==> src/logic/cae_pkg.sv <==
// Constants, opcodes and state types of the arithmetic and branch execution unit
// What this block does
// - I/O bit operations only for addresses 0x00-0x1F
// - I/O bit set/clear touches only addressed bit
// - Byte add, optional carry: 1 cycle, ZCNVH
// - Word immediate add/subtract: 2 cycles, ZCNVS
// - Byte subtract, optional carry: 1 cycle, ZCNVH
// - AND, OR, XOR: 1 cycle, ZNV only
// - Invert gives 0xFF minus value, ZCNV
// - Negate gives 0x00 minus value, ZCNVH
// - Increment/decrement: 1 cycle, ZNV, carry kept
// - Set/clear bits by mask: 1 cycle, ZNV
// - Test keeps value, clear gives zero, ZNV
// - Relative jump/call: PC+k+1, 2/3 cycles
// - Pointer jump/call: PC from high byte and source operand, 2/3 cycles
// - Equal compare skips next, 1/2/3 cycles, no flags
// - Compares subtract without storing, ZNVCH, 1 cycle
package cae_pkg;
  // ----------------------------------------
  // Register offsets
  // ----------------------------------------
  localparam logic [7:0] ADDR_OPA = 8'h00;  // Destination operand / I/O address
  localparam logic [7:0] ADDR_OPB = 8'h01;  // Source operand, constant, bit number
  localparam logic [7:0] ADDR_OPH = 8'h02;  // High byte / offset high / skip size
  localparam logic [7:0] ADDR_CMD = 8'h03;  // Opcode, a write issues it
  localparam logic [7:0] ADDR_FLG = 8'h04;  // Status flags
  localparam logic [7:0] ADDR_RSL = 8'h05;  // Result low byte
  localparam logic [7:0] ADDR_RSH = 8'h06;  // Result high byte
  localparam logic [7:0] ADDR_PCL = 8'h07;  // Program counter low
  localparam logic [7:0] ADDR_PCH = 8'h08;  // Program counter high
  localparam logic [7:0] ADDR_STA = 8'h09;  // Busy, skip, range error
  localparam logic [2:0] IO_WIN = 3'h1;     // Address bits [7:5] of the I/O window
  // ----------------------------------------
  // Flag and status bit positions
  // ----------------------------------------
  localparam int F_C = 0;
  localparam int F_Z = 1;
  localparam int F_N = 2;
  localparam int F_V = 3;
  localparam int F_S = 4;
  localparam int F_H = 5;
  localparam int ST_BUSY = 0;
  localparam int ST_SKIP = 1;
  localparam int ST_IOERR = 2;
  // Flag update masks per instruction group
  localparam logic [5:0] M_ZCNVH = 6'h2f;
  localparam logic [5:0] M_ZCNVS = 6'h1f;
  localparam logic [5:0] M_ZCNV = 6'h0f;
  localparam logic [5:0] M_ZNV = 6'h0e;
  localparam logic [5:0] M_NONE = 6'h00;
  // ----------------------------------------
  // Reset values and cycle counts (minus one)
  // ----------------------------------------
  localparam logic [7:0] RST_BYTE = 8'h00;
  localparam logic [15:0] RST_PC = 16'h0000;
  localparam logic [1:0] CYC_1 = 2'h0;
  localparam logic [1:0] CYC_2 = 2'h1;
  localparam logic [1:0] CYC_3 = 2'h2;
  localparam logic [7:0] ALL_ONES = 8'hff;
  localparam logic [7:0] SIGNED_MIN = 8'h80;
  localparam logic [7:0] POS_MAX = 8'h7f;
  // ----------------------------------------
  // Opcodes
  // ----------------------------------------
  typedef enum logic [5:0] {
    OP_SUM = 6'b000000, OP_SUM_CARRY = 6'b000001, OP_WORD_IMMEDIATE_SUM = 6'b000010,
    OP_DIFFERENCE = 6'b000011, OP_DIFFERENCE_CONST = 6'b000100,
    OP_DIFF_WITH_CARRY = 6'b000101, OP_DIFF_CARRY_CONST = 6'b000110,
    OP_WORD_IMMEDIATE_DIFF = 6'b000111, OP_CONJUNCTION = 6'b001000,
    OP_CONJUNCTION_CONST = 6'b001001, OP_DISJUNCTION = 6'b001010,
    OP_DISJUNCTION_CONST = 6'b001011, OP_EXCLUSIVE_DISJUNCTION = 6'b001100,
    OP_BIT_INVERT = 6'b001101, OP_ARITHMETIC_INVERT = 6'b001110,
    OP_SET_BITS_IMM = 6'b001111, OP_CLEAR_BITS_IMM = 6'b010000,
    OP_PLUS_ONE = 6'b010001, OP_MINUS_ONE = 6'b010010, OP_ZERO_SIGN_CHECK = 6'b010011,
    OP_ZERO_REGISTER = 6'b010100, OP_ALL_ONES_LOAD = 6'b010101,
    OP_RELATIVE_JUMP = 6'b010110, OP_POINTER_JUMP = 6'b010111,
    OP_RELATIVE_CALL = 6'b011000, OP_POINTER_CALL = 6'b011001,
    OP_EQUAL_SKIP_COMPARE = 6'b011010, OP_COMPARE_REGS = 6'b011011,
    OP_COMPARE_CARRY_REGS = 6'b011100, OP_COMPARE_IMMEDIATE = 6'b011101,
    OP_IO_BIT_SET = 6'b011110, OP_IO_BIT_CLEAR = 6'b011111,
    OP_IO_BIT_TEST_SKIP_IF_ONE = 6'b100000, OP_IO_BIT_TEST_SKIP_IF_ZERO = 6'b100001
  } cae_op_e;
  // Issue state
  typedef enum logic {
    ST_IDLE = 1'b0,
    ST_HOLD = 1'b1
  } cae_state_e;
endpackage

==> src/logic/cae_exec.sv <==
// Execution unit for arithmetic, logic, compare, branch and I/O bit commands
//
// The register offsets and the address-and-strobe port are this design's own decisions.
`timescale 1ns/1ps
module cae_exec (
  // Clock and reset
  input wire logic clk_in,
  input wire logic reset_in,
  // Register port
  input wire logic [7:0] addr_in,
  input wire logic [7:0] wdata_in,
  input wire logic wr_in,
  input wire logic rd_in,
  output logic [7:0] rdata_out,
  // Status
  output logic busy_out
);
  import cae_pkg::*;

  // ----------------------------------------
  // State
  // ----------------------------------------
  typedef struct packed {
    cae_state_e st;          // Idle or holding off
    logic [1:0] cnt;         // Remaining hold cycles
    logic [7:0] opa;         // Destination operand
    logic [7:0] opb;         // Source operand or constant
    logic [7:0] oph;         // High byte
    logic [5:0] flg;         // Status flags
    logic [15:0] res;        // Result word
    logic [15:0] pc;         // Program counter
    logic skip;              // Last skip taken
    logic ioerr;             // Sticky out-of-range bit access
    logic [31:0][7:0] io;    // Bit-addressable I/O registers
    logic [7:0] rdata;       // Read data, one cycle after strobe
  } cae_state_s;

  cae_state_s state_r;
  cae_state_s state_nxt;

  // ----------------------------------------
  // Arithmetic helpers, result {h, v, c, r}
  // ----------------------------------------
  function automatic logic [10:0] f_add(input logic [7:0] a, input logic [7:0] b,
                                        input logic ci);
    logic [7:0] r;
    r = a + b + {7'h00, ci};
    f_add = {(a[3] & b[3]) | (b[3] & ~r[3]) | (~r[3] & a[3]),
             (a[7] & b[7] & ~r[7]) | (~a[7] & ~b[7] & r[7]),
             (a[7] & b[7]) | (b[7] & ~r[7]) | (~r[7] & a[7]), r};
  endfunction

  // Borrow out of bit 3 and bit 7 give H and C
  function automatic logic [10:0] f_sub(input logic [7:0] a, input logic [7:0] b,
                                        input logic ci);
    logic [7:0] r;
    r = a - b - {7'h00, ci};
    f_sub = {(~a[3] & b[3]) | (b[3] & r[3]) | (r[3] & ~a[3]),
             (a[7] & ~b[7] & ~r[7]) | (~a[7] & b[7] & r[7]),
             (~a[7] & b[7]) | (b[7] & r[7]) | (r[7] & ~a[7]), r};
  endfunction

  // ----------------------------------------
  // Next-state logic
  // ----------------------------------------
  always_comb begin
    logic [10:0] ar;       // Helper result
    logic [7:0] r8;        // Byte result
    logic [15:0] w;        // Word operand
    logic [15:0] r16;      // Word result
    logic [15:0] tgt;      // Branch target
    logic [5:0] nf;        // Candidate flags
    logic [5:0] msk;       // Flags that this command writes
    logic wide;            // Word-sized result for Z and N
    logic st8;             // Byte result goes to result register
    logic issue;           // Command accepted this cycle
    logic io_ok;           // I/O address inside bit window
    logic skp;             // Skip condition met
    ar = 11'h000;
    r8 = RST_BYTE;
    w = {state_r.oph, state_r.opa};
    r16 = 16'h0000;
    tgt = state_r.pc + 16'h0001;
    nf = 6'h00;
    msk = M_NONE;
    wide = 1'b0;
    st8 = 1'b0;
    skp = 1'b0;
    state_nxt = state_r;
    state_nxt.rdata = RST_BYTE;
    io_ok = (state_r.opa[7:5] == 3'h0);
    // Command writes while holding off are dropped
    issue = wr_in && (addr_in == ADDR_CMD) && (state_r.st == ST_IDLE);

    // Hold-off countdown
    case (state_r.st)
      ST_IDLE: begin
        state_nxt.cnt = CYC_1;
      end
      ST_HOLD: begin
        state_nxt.cnt = state_r.cnt - 2'h1;
        if (state_r.cnt == 2'h1) begin
          state_nxt.st = ST_IDLE;
        end
      end
      default: begin
        state_nxt.st = ST_IDLE;
      end
    endcase

    // Plain register writes
    if (wr_in) begin
      case (addr_in)
        ADDR_OPA: state_nxt.opa = wdata_in;
        ADDR_OPB: state_nxt.opb = wdata_in;
        ADDR_OPH: state_nxt.oph = wdata_in;
        ADDR_FLG: state_nxt.flg = wdata_in[5:0];
        ADDR_PCL: state_nxt.pc[7:0] = wdata_in;
        ADDR_PCH: state_nxt.pc[15:8] = wdata_in;
        // Write one clears the range error
        ADDR_STA: state_nxt.ioerr = state_r.ioerr & ~wdata_in[ST_IOERR];
        default: begin
          if (addr_in[7:5] == IO_WIN) begin
            state_nxt.io[addr_in[4:0]] = wdata_in;
          end
        end
      endcase
    end

    // Command execution; operands are the values before this cycle's writes
    if (issue) begin
      state_nxt.pc = state_r.pc + 16'h0001;
      state_nxt.skip = 1'b0;
      state_nxt.cnt = CYC_1;
      case (wdata_in[5:0])
        OP_SUM, OP_SUM_CARRY: begin
          ar = f_add(state_r.opa, state_r.opb,
                     (wdata_in[5:0] == OP_SUM_CARRY) & state_r.flg[F_C]);
          msk = M_ZCNVH;
          st8 = 1'b1;
        end
        OP_DIFFERENCE, OP_DIFFERENCE_CONST, OP_DIFF_WITH_CARRY, OP_DIFF_CARRY_CONST: begin
          ar = f_sub(state_r.opa, state_r.opb,
                     ((wdata_in[5:0] == OP_DIFF_WITH_CARRY) |
                      (wdata_in[5:0] == OP_DIFF_CARRY_CONST)) & state_r.flg[F_C]);
          msk = M_ZCNVH;
          st8 = 1'b1;
        end
        OP_COMPARE_REGS, OP_COMPARE_CARRY_REGS, OP_COMPARE_IMMEDIATE: begin
          // Flags only, the difference is discarded
          ar = f_sub(state_r.opa, state_r.opb,
                     (wdata_in[5:0] == OP_COMPARE_CARRY_REGS) & state_r.flg[F_C]);
          msk = M_ZCNVH;
        end
        OP_WORD_IMMEDIATE_SUM: begin
          r16 = w + {8'h00, state_r.opb};
          nf[F_C] = ~r16[15] & w[15];
          nf[F_V] = ~w[15] & r16[15];
          msk = M_ZCNVS;
          wide = 1'b1;
          state_nxt.cnt = CYC_2;
        end
        OP_WORD_IMMEDIATE_DIFF: begin
          r16 = w - {8'h00, state_r.opb};
          nf[F_C] = r16[15] & ~w[15];
          nf[F_V] = w[15] & ~r16[15];
          msk = M_ZCNVS;
          wide = 1'b1;
          state_nxt.cnt = CYC_2;
        end
        // Logic group clears V and leaves C alone
        OP_CONJUNCTION, OP_CONJUNCTION_CONST: begin
          ar = {3'h0, state_r.opa & state_r.opb};
          msk = M_ZNV;
          st8 = 1'b1;
        end
        OP_DISJUNCTION, OP_DISJUNCTION_CONST, OP_SET_BITS_IMM: begin
          ar = {3'h0, state_r.opa | state_r.opb};
          msk = M_ZNV;
          st8 = 1'b1;
        end
        OP_CLEAR_BITS_IMM: begin
          ar = {3'h0, state_r.opa & (ALL_ONES - state_r.opb)};
          msk = M_ZNV;
          st8 = 1'b1;
        end
        OP_EXCLUSIVE_DISJUNCTION: begin
          ar = {3'h0, state_r.opa ^ state_r.opb};
          msk = M_ZNV;
          st8 = 1'b1;
        end
        OP_ZERO_SIGN_CHECK: begin
          ar = {3'h0, state_r.opa & state_r.opa};
          msk = M_ZNV;
          st8 = 1'b1;
        end
        OP_ZERO_REGISTER: begin
          ar = {3'h0, state_r.opa ^ state_r.opa};
          msk = M_ZNV;
          st8 = 1'b1;
        end
        OP_BIT_INVERT: begin
          // Carry always set by the inversion
          ar = {3'h1, ALL_ONES - state_r.opa};
          msk = M_ZCNV;
          st8 = 1'b1;
        end
        OP_ARITHMETIC_INVERT: begin
          ar = f_sub(RST_BYTE, state_r.opa, 1'b0);
          msk = M_ZCNVH;
          st8 = 1'b1;
        end
        OP_PLUS_ONE: begin
          ar = {1'b0, state_r.opa == POS_MAX, 1'b0, state_r.opa + 8'h01};
          msk = M_ZNV;
          st8 = 1'b1;
        end
        OP_MINUS_ONE: begin
          ar = {1'b0, state_r.opa == SIGNED_MIN, 1'b0, state_r.opa - 8'h01};
          msk = M_ZNV;
          st8 = 1'b1;
        end
        OP_ALL_ONES_LOAD: begin
          ar = {3'h0, ALL_ONES};
          st8 = 1'b1;
        end
        OP_RELATIVE_JUMP, OP_RELATIVE_CALL: begin
          // Offset is 12-bit signed, high nibble in the high byte
          tgt = state_r.pc + {{4{state_r.oph[3]}}, state_r.oph[3:0], state_r.opb}
                + 16'h0001;
          state_nxt.pc = tgt;
          state_nxt.cnt = (wdata_in[5:0] == OP_RELATIVE_CALL) ? CYC_3 : CYC_2;
          if (wdata_in[5:0] == OP_RELATIVE_CALL) begin
            state_nxt.res = state_r.pc + 16'h0001;  // Return address
          end
        end
        OP_POINTER_JUMP, OP_POINTER_CALL: begin
          state_nxt.pc = {state_r.oph, state_r.opb};
          state_nxt.cnt = (wdata_in[5:0] == OP_POINTER_CALL) ? CYC_3 : CYC_2;
          if (wdata_in[5:0] == OP_POINTER_CALL) begin
            state_nxt.res = state_r.pc + 16'h0001;
          end
        end
        OP_EQUAL_SKIP_COMPARE: begin
          skp = (state_r.opa == state_r.opb);
        end
        OP_IO_BIT_TEST_SKIP_IF_ONE, OP_IO_BIT_TEST_SKIP_IF_ZERO: begin
          if (io_ok) begin
            skp = state_r.io[state_r.opa[4:0]][state_r.opb[2:0]]
                  ^ (wdata_in[5:0] == OP_IO_BIT_TEST_SKIP_IF_ZERO);
          end else begin
            state_nxt.ioerr = 1'b1;
          end
        end
        OP_IO_BIT_SET, OP_IO_BIT_CLEAR: begin
          state_nxt.cnt = CYC_2;
          if (io_ok) begin
            // Only the addressed bit is written, neighbours keep pending flags
            state_nxt.io[state_r.opa[4:0]][state_r.opb[2:0]] =
              (wdata_in[5:0] == OP_IO_BIT_SET);
          end else begin
            state_nxt.ioerr = 1'b1;
          end
        end
        default: begin
          // Unknown opcode acts as a one-cycle no-op
        end
      endcase

      // Skip past one or two words, one hold cycle per skipped word
      if (skp) begin
        state_nxt.skip = 1'b1;
        state_nxt.pc = state_r.pc + (state_r.oph[0] ? 16'h0003 : 16'h0002);
        state_nxt.cnt = state_r.oph[0] ? CYC_3 : CYC_2;
      end

      // Flag formation
      if (wide) begin
        state_nxt.res = r16;
        nf[F_Z] = (r16 == 16'h0000);
        nf[F_N] = r16[15];
      end else begin
        r8 = ar[7:0];
        nf[F_Z] = (r8 == RST_BYTE);
        nf[F_N] = r8[7];
        nf[F_C] = ar[8];
        nf[F_V] = ar[9];
        nf[F_H] = ar[10];
        if (st8) begin
          state_nxt.res = {8'h00, r8};
          state_nxt.opa = r8;
        end
      end
      nf[F_S] = nf[F_N] ^ nf[F_V];
      state_nxt.flg = (state_r.flg & ~msk) | (nf & msk);
      if (state_nxt.cnt != CYC_1) begin
        state_nxt.st = ST_HOLD;
      end
    end

    // Read mux, data valid in the next cycle only
    if (rd_in) begin
      case (addr_in)
        ADDR_OPA: state_nxt.rdata = state_r.opa;
        ADDR_OPB: state_nxt.rdata = state_r.opb;
        ADDR_OPH: state_nxt.rdata = state_r.oph;
        ADDR_FLG: state_nxt.rdata = {2'h0, state_r.flg};
        ADDR_RSL: state_nxt.rdata = state_r.res[7:0];
        ADDR_RSH: state_nxt.rdata = state_r.res[15:8];
        ADDR_PCL: state_nxt.rdata = state_r.pc[7:0];
        ADDR_PCH: state_nxt.rdata = state_r.pc[15:8];
        ADDR_STA: state_nxt.rdata = {5'h00, state_r.ioerr, state_r.skip,
                                     state_r.st == ST_HOLD};
        default: begin
          if (addr_in[7:5] == IO_WIN) begin
            state_nxt.rdata = state_r.io[addr_in[4:0]];
          end
        end
      endcase
    end
  end

  // ----------------------------------------
  // State register
  // ----------------------------------------
  always_ff @(posedge clk_in) begin
    if (reset_in) begin
      state_r <= '0;
    end else begin
      state_r <= state_nxt;
    end
  end

  // Outputs
  assign rdata_out = state_r.rdata;
  assign busy_out = (state_r.st == ST_HOLD);
endmodule

==> config.mk <==
export PLATFORM = sky130hd
export DESIGN_NAME = cae_exec
export DESIGN_NICKNAME = d
export VERILOG_FILES = /design/src/logic/cae_pkg.sv /design/src/logic/cae_exec.sv
export SDC_FILE = /design/constraint.sdc
export NUM_CORES = 1
export LEC_CHECK = 0
export BUFFER_PORTS_ARGS = -buffer_cell sky130_fd_sc_hd__buf_4
export CORE_MARGIN = 2
export CORE_UTILIZATION = 40
export CTS_BUF_LIST = sky130_fd_sc_hd__clkbuf_8
export CTS_CLUSTER_SIZE = 30
export DETAILED_ROUTE_END_ITERATION = 8
export GPL_TIMING_DRIVEN = 0
export PLACE_DENSITY = 0.53
export SLEW_MARGIN = 30
export SYNTH_ARGS = -nofsm -noshare
export SYNTH_HDL_FRONTEND = slang
export SYNTH_SLANG_ARGS = --single-unit
export TNS_END_PERCENT = 5
==> constraint.sdc <==
create_clock -name clk_in -period 5.6 [get_ports clk_in]
set_input_delay 0 -clock clk_in [delete_from_list [all_inputs] [get_ports clk_in]]
set_output_delay 0 -clock clk_in [all_outputs]
set_load 0.1 [all_outputs]
; ---- After elaboration in Yosys (flattened, before gate mapping)
; Cells that the tools add are included.
[word_totals]
word_cells = 310
out_inout_bits = 9
in_bits = 20
register_bits = 331
[op_classes]
n_reduce_logical = 39
n_lt_le_gt_ge = 6
muxes = 76
bitwise = 79
eq_ne = 49
n_addsub = 17
[op_table]
columns = op, n
row1 = 2-to-1 mux 256 bit, 4
row2 = bitwise mux 256 bit, 2
row3 = 2-to-1 mux 296 bit, 1
row4 = 2-to-1 mux 257 bit, 1
row5 = case mux 11 bit (14 select lines), 1
row6 = "== test 6 x 5 -> 1 bit, second input constant", 16
row7 = 2-to-1 mux 16 bit, 6
row8 = 2-to-1 mux 8 bit, 12
row9 = binary-select mux 8 bit (select 5 bit), 2
row10 = demux 8 bit (select 5 bit), 2
row11 = case mux 8 bit (9 select lines), 1
row12 = case mux 32 bit (2 select lines), 1
row13 = "== test 6 x 4 -> 1 bit, second input constant", 8
row14 = bitwise AND 1 bit, 34
row15 = "adder 16 x 1 -> 16 bit, second input constant", 2
row16 = "== test 8 x 3 -> 1 bit, second input constant", 4
row17 = case mux 16 bit (2 select lines), 1
row18 = 2-to-1 mux 30 bit, 1
row19 = bitwise AND 8 bit, 3
row20 = "== test 6 x 3 -> 1 bit, second input constant", 4
row21 = case mux 6 bit (4 select lines), 1
row22 = 2-to-1 mux 11 bit, 2
row23 = 2-to-1 mux 1 bit, 21
row24 = bitwise OR 1 bit, 20
row25 = other kinds (60), 116

; ---- Logic depth before layout (Yosys ltp)
[depth]
depth_word = 16
depth_mapped = 22
depth_no_buf = 19

; ---- Worst setup path after synthesis
; OpenSTA, ideal clock, no wires.
[synth_path]
path_type = reg-to-reg
from = register state_r[321] (netlist name)
to = register with a tool-made name
setup_ns = 0.087
setup_slack_ns = 0.443
arrival_time_ns = 5.070
synth_period_minus_slack_ns = 5.157
n_path_buf = 3
path_stages_with_launch = 22
t_required_ns = 5.513
cell_sequence = dfxtp_1 buf_2 buf_2 buf_2 inv_1 ha_1 o21bai_1 a21oi_1 o31ai_2 a221o_1 a211o_1 or3_1 nor3_1 ha_1 a21oi_1 or4_1 nor2_1 nand2_1 nor3_1 nand4_1 or4_1 o31ai_1
[synth_lines]
columns = item, line_no
row1 = from (decl), cae_exec.sv:38  ; cae_state_s state_r;
row2 = from (signal assigned), cae_exec.sv:330  ; state_r <= state_nxt;

==> reports/qor.csv <==
stage,metric,value,unit
global_route,grt ovf,0,
clocking,"Clk Latency, worst-skew pair",0.72,ns
floorplan,Die ar.,66300,um2
timing,unrepaired setup endpoints after global routing,false,
layout,"most common cell after layout, fill and taps aside",a21oi_1,
worst_setup_path,Worst setup EP type,register,
global_route,vias in the first global route,27253,
power_and_ir_drop,Clk pwr share,49.9,%
power_and_ir_drop,combinational share of power,7.9,%
timing,hold_ws,0.0595,ns
drt,Starting DRT DRC Count,4044,
logic_synthesis,Synth cell types,90,
global_route,Tot GR Track Use,43.6,%
clocking,clock-pin slew on the worst setup and hold paths,0.06,ns
global_route,M2 GR Usage,67.8,%
worst_setup_path,crit path DAT,6.09,ns
global_route,initial antenna violation count,16,
power_and_ir_drop,Net Sw Frac,29.0,%
timing,relative max-transition margin,22.7,%
clocking,CTS root buf,clkbuf_8,
global_route,GRT busiest layer,met2,
global_route,Global Route met3 Usage,11.2,%
outcome,status,"finished, final reports clean",
floorplan,chip height,258,um
layout,Final Core Density,45.4,%
placement,buffers added on ports,20,
logic_synthesis,"FF+latch count, synth",331,
logic_synthesis,Synth async-reset ratio,0,%
floorplan,core area,63300,um2
power_and_ir_drop,VDD IR max,0.153,mV
power_and_ir_drop,Sequential Power Share,42.2,%
logic_synthesis,YS warnings,0,
power_and_ir_drop,leakage power,9.21,nW
logic_synthesis,syn nets,3111,
job,Max Cap Viol,0,
clocking,Bufs on Longest Clock Path,3,
power_and_ir_drop,sw power,0.00162,W
floorplan,Site Rows,92,
clocking,htree depth,3,
timing,min cycle time layout,5.52,ns
global_route,first-pass GRT wire length,207000,um
floorplan,Starting Density,40.6,%
timing,clk_skew,0.0612,ns
drt,Via density,7.18,
timing,fin crit share,98.6,%
timing,Slew @ Worst Pin,1.16,ns
drt,Routed WL,149000,um
floorplan,die width,258,um
layout,share of cells above drive strength 1,16.6,%
global_route,GR Util met1,52.0,%
timing,Hold Fails Final Rpt,0,
placement,post-detail-place hpwl,113000,um
clocking,CTS Buf Count,66,
layout,area grow syn2layout,11.8,%
drt,DRT antenna net count,0,
drt,Avg WL per Cell,37.0,um
timing,Peak Freq,181,MHz
global_route,largest net degree at the start of global routing,20,
min_path,worst hold start,rd_in,
layout,"commonest non-fill, non-tap cells in the layout","a21oi_1, dfxtp_1, nand2_1",
drt,drt pass-1 iters,6,
timing,setup violators final,0,
worst_setup_path,critical path startpoint category,register,
logic_synthesis,syn avg cell area,8.53,um2
worst_setup_path,critical path type,reg2reg,
logic_synthesis,Mapped Cells,3017,
logic_synthesis,"Seq/Total Area, Yosys",25.8,%
layout,Final #Nets,3217,
min_path,HP Class,in2reg,
power_and_ir_drop,Internal Power,0.00397,W
worst_setup_path,crit path launch,state_r[313],
timing,"Slew Viols, Final",0,
logic_synthesis,cell area after synthesis,25700,um2
worst_setup_path,Critical Path Fanout Max,9,
clocking,clk sink count,331,
logic_synthesis,number of flops mapped to enable cells by yosys,0,
placement,GP Congestion,1.05,
worst_setup_path,Critical Path RT,6.17,ns
power_and_ir_drop,pwr dens,195,nW/um2
clocking,CTS tree,built,
worst_setup_path,RR Startpoint,state_r[313],
layout,filler cell count in the final layout,6356,
drt,via count,28886,
drt,residual DRC count,0,
floorplan,io pins,29,
logic_synthesis,Main synth FF type,dfxtp_1,
## flip-flops by register name (all words and copies together) (netlist names), named ones only
register,cells
rdata_out,8
busy_out,1
state_r,316
## worst max-delay path, stage by stage (launching register included)
cell and delay (ns):
dfxtp_2 0.54, buf_2 0.38, inv_1 0.24, ha_1 0.45, o21bai_1 0.15, a21oi_4 0.20
o31ai_4 0.11, a221o_1 0.44, a211o_1 0.40, or3_1 0.41, nor3_2 0.18, ha_1 0.17
a21oi_1 0.06, or4_1 0.48, nor2_1 0.10, nand2_1 0.08, nor3_1 0.17, nand4_1 0.14
or4_1 0.48, o31ai_1 0.21
## per-stage QoR
stage	cell area [um2]	power [W]	std cells	TNS (ns)	setup WS (ns)
global route	28700	0.00570	4012	0	0.0141
CTS	28700	0.00556	4010	0	0.00793
detailed placement	27100	0.00283	3892	-5.92	-1.54
global placement	26900	0.00283	3883	-5.47	-1.50
floorplan	25700	0.00263	3017	0	0.443
finish	28700	0.00560	4024	0	0.0802
## per-layer routing
metal  up-vias  share of wire, %
li1      11927                 -
met1     14090                36
met2      2220                44
met3       639                11
met4        10               8.6
met5         -             0.049
## cells in the mapped netlist (23+ instances only)
library cell    n  share of area, %
a211oi_1       40               1.2
a21oi_1       366               7.1
a22oi_1        31              0.90
a311oi_1      264               9.0
clkbuf_1      290               4.2
dfxtp_1       331                26
ha_1           66               3.2
inv_1          46              0.67
mux2_2        163               7.1
mux2i_1        59               2.3
mux4_2        113               9.9
nand2_1       274               4.0
nand3_1        65               1.3
nor2_1        147               2.1
nor3_1         40              0.78
o21ai_0       184               3.6
o22ai_1        38              0.92
xnor2_1        51               1.7
xor2_1         23              0.78
## power by group through the flow
stage,clock (W),combinational [W],sequential (W)
after global placement,0,0.000412,0.00241
after global routing,0.00289,0.000446,0.00236
after CTS,0.00278,0.000420,0.00236
after detailed placement,0,0.000417,0.00241
after floorplan,0,0.000217,0.00241
final,0.00279,0.000442,0.00236
## layout make-up
| cell class | instances | area [um2] | area share [%] |
|---|---|---|---|
| well taps | 846 | 1060 | 3.68 |
| diodes | 12 | 30.0 | 0.104 |
| plain buffers | 347 | 1550 | 5.40 |
| clock inverters | 33 | 327 | 1.14 |
| clock buffers | 78 | 1070 | 3.73 |
| flip-flops and latches | 331 | 6630 | 23.1 |
| multi-input cells | 2289 | 17500 | 61.0 |
| inverters | 47 | 194 | 0.675 |
| repair buffers | 41 | 339 | 1.18 |
## final timing paths
path                                     end  slack (ns)  depth (start not counted)
worst min register to register  state_r[297]        0.51                          2
worst min-delay path            rdata_out[0]        0.06                          4
worst max-delay path                register        0.08                         19
worst max register to register      register        0.08                         19
## what timing repair did
| item | in CTS | in global routing |
|---|---|---|
| hold buffers | 4 | 0 |
| gates resized for setup | 25 | 10 |
| endpoints found under the hold margin | 11 | 0 |
| buffers inserted | 4 | 4 |
| pin swaps | 1 | 1 |
| setup endpoints to repair | 11 | 3 |
## logic make-up (layout without fill, tap and decap cells)
family	after synthesis	in the layout	synth area share, %
AOI/OAI and AO/OA	1114	1114	28.9
xor gates and xnor gates	74	74	2.52
adders and majority gates	74	74	3.83
buffers and inverters	397	546	6.51
DFF	331	331	25.8
muxes	343	343	20.1
other	0	12	0
and+or+nand+nor	684	684	12.4
Note: power is estimated with default switching activity, not from simulation.
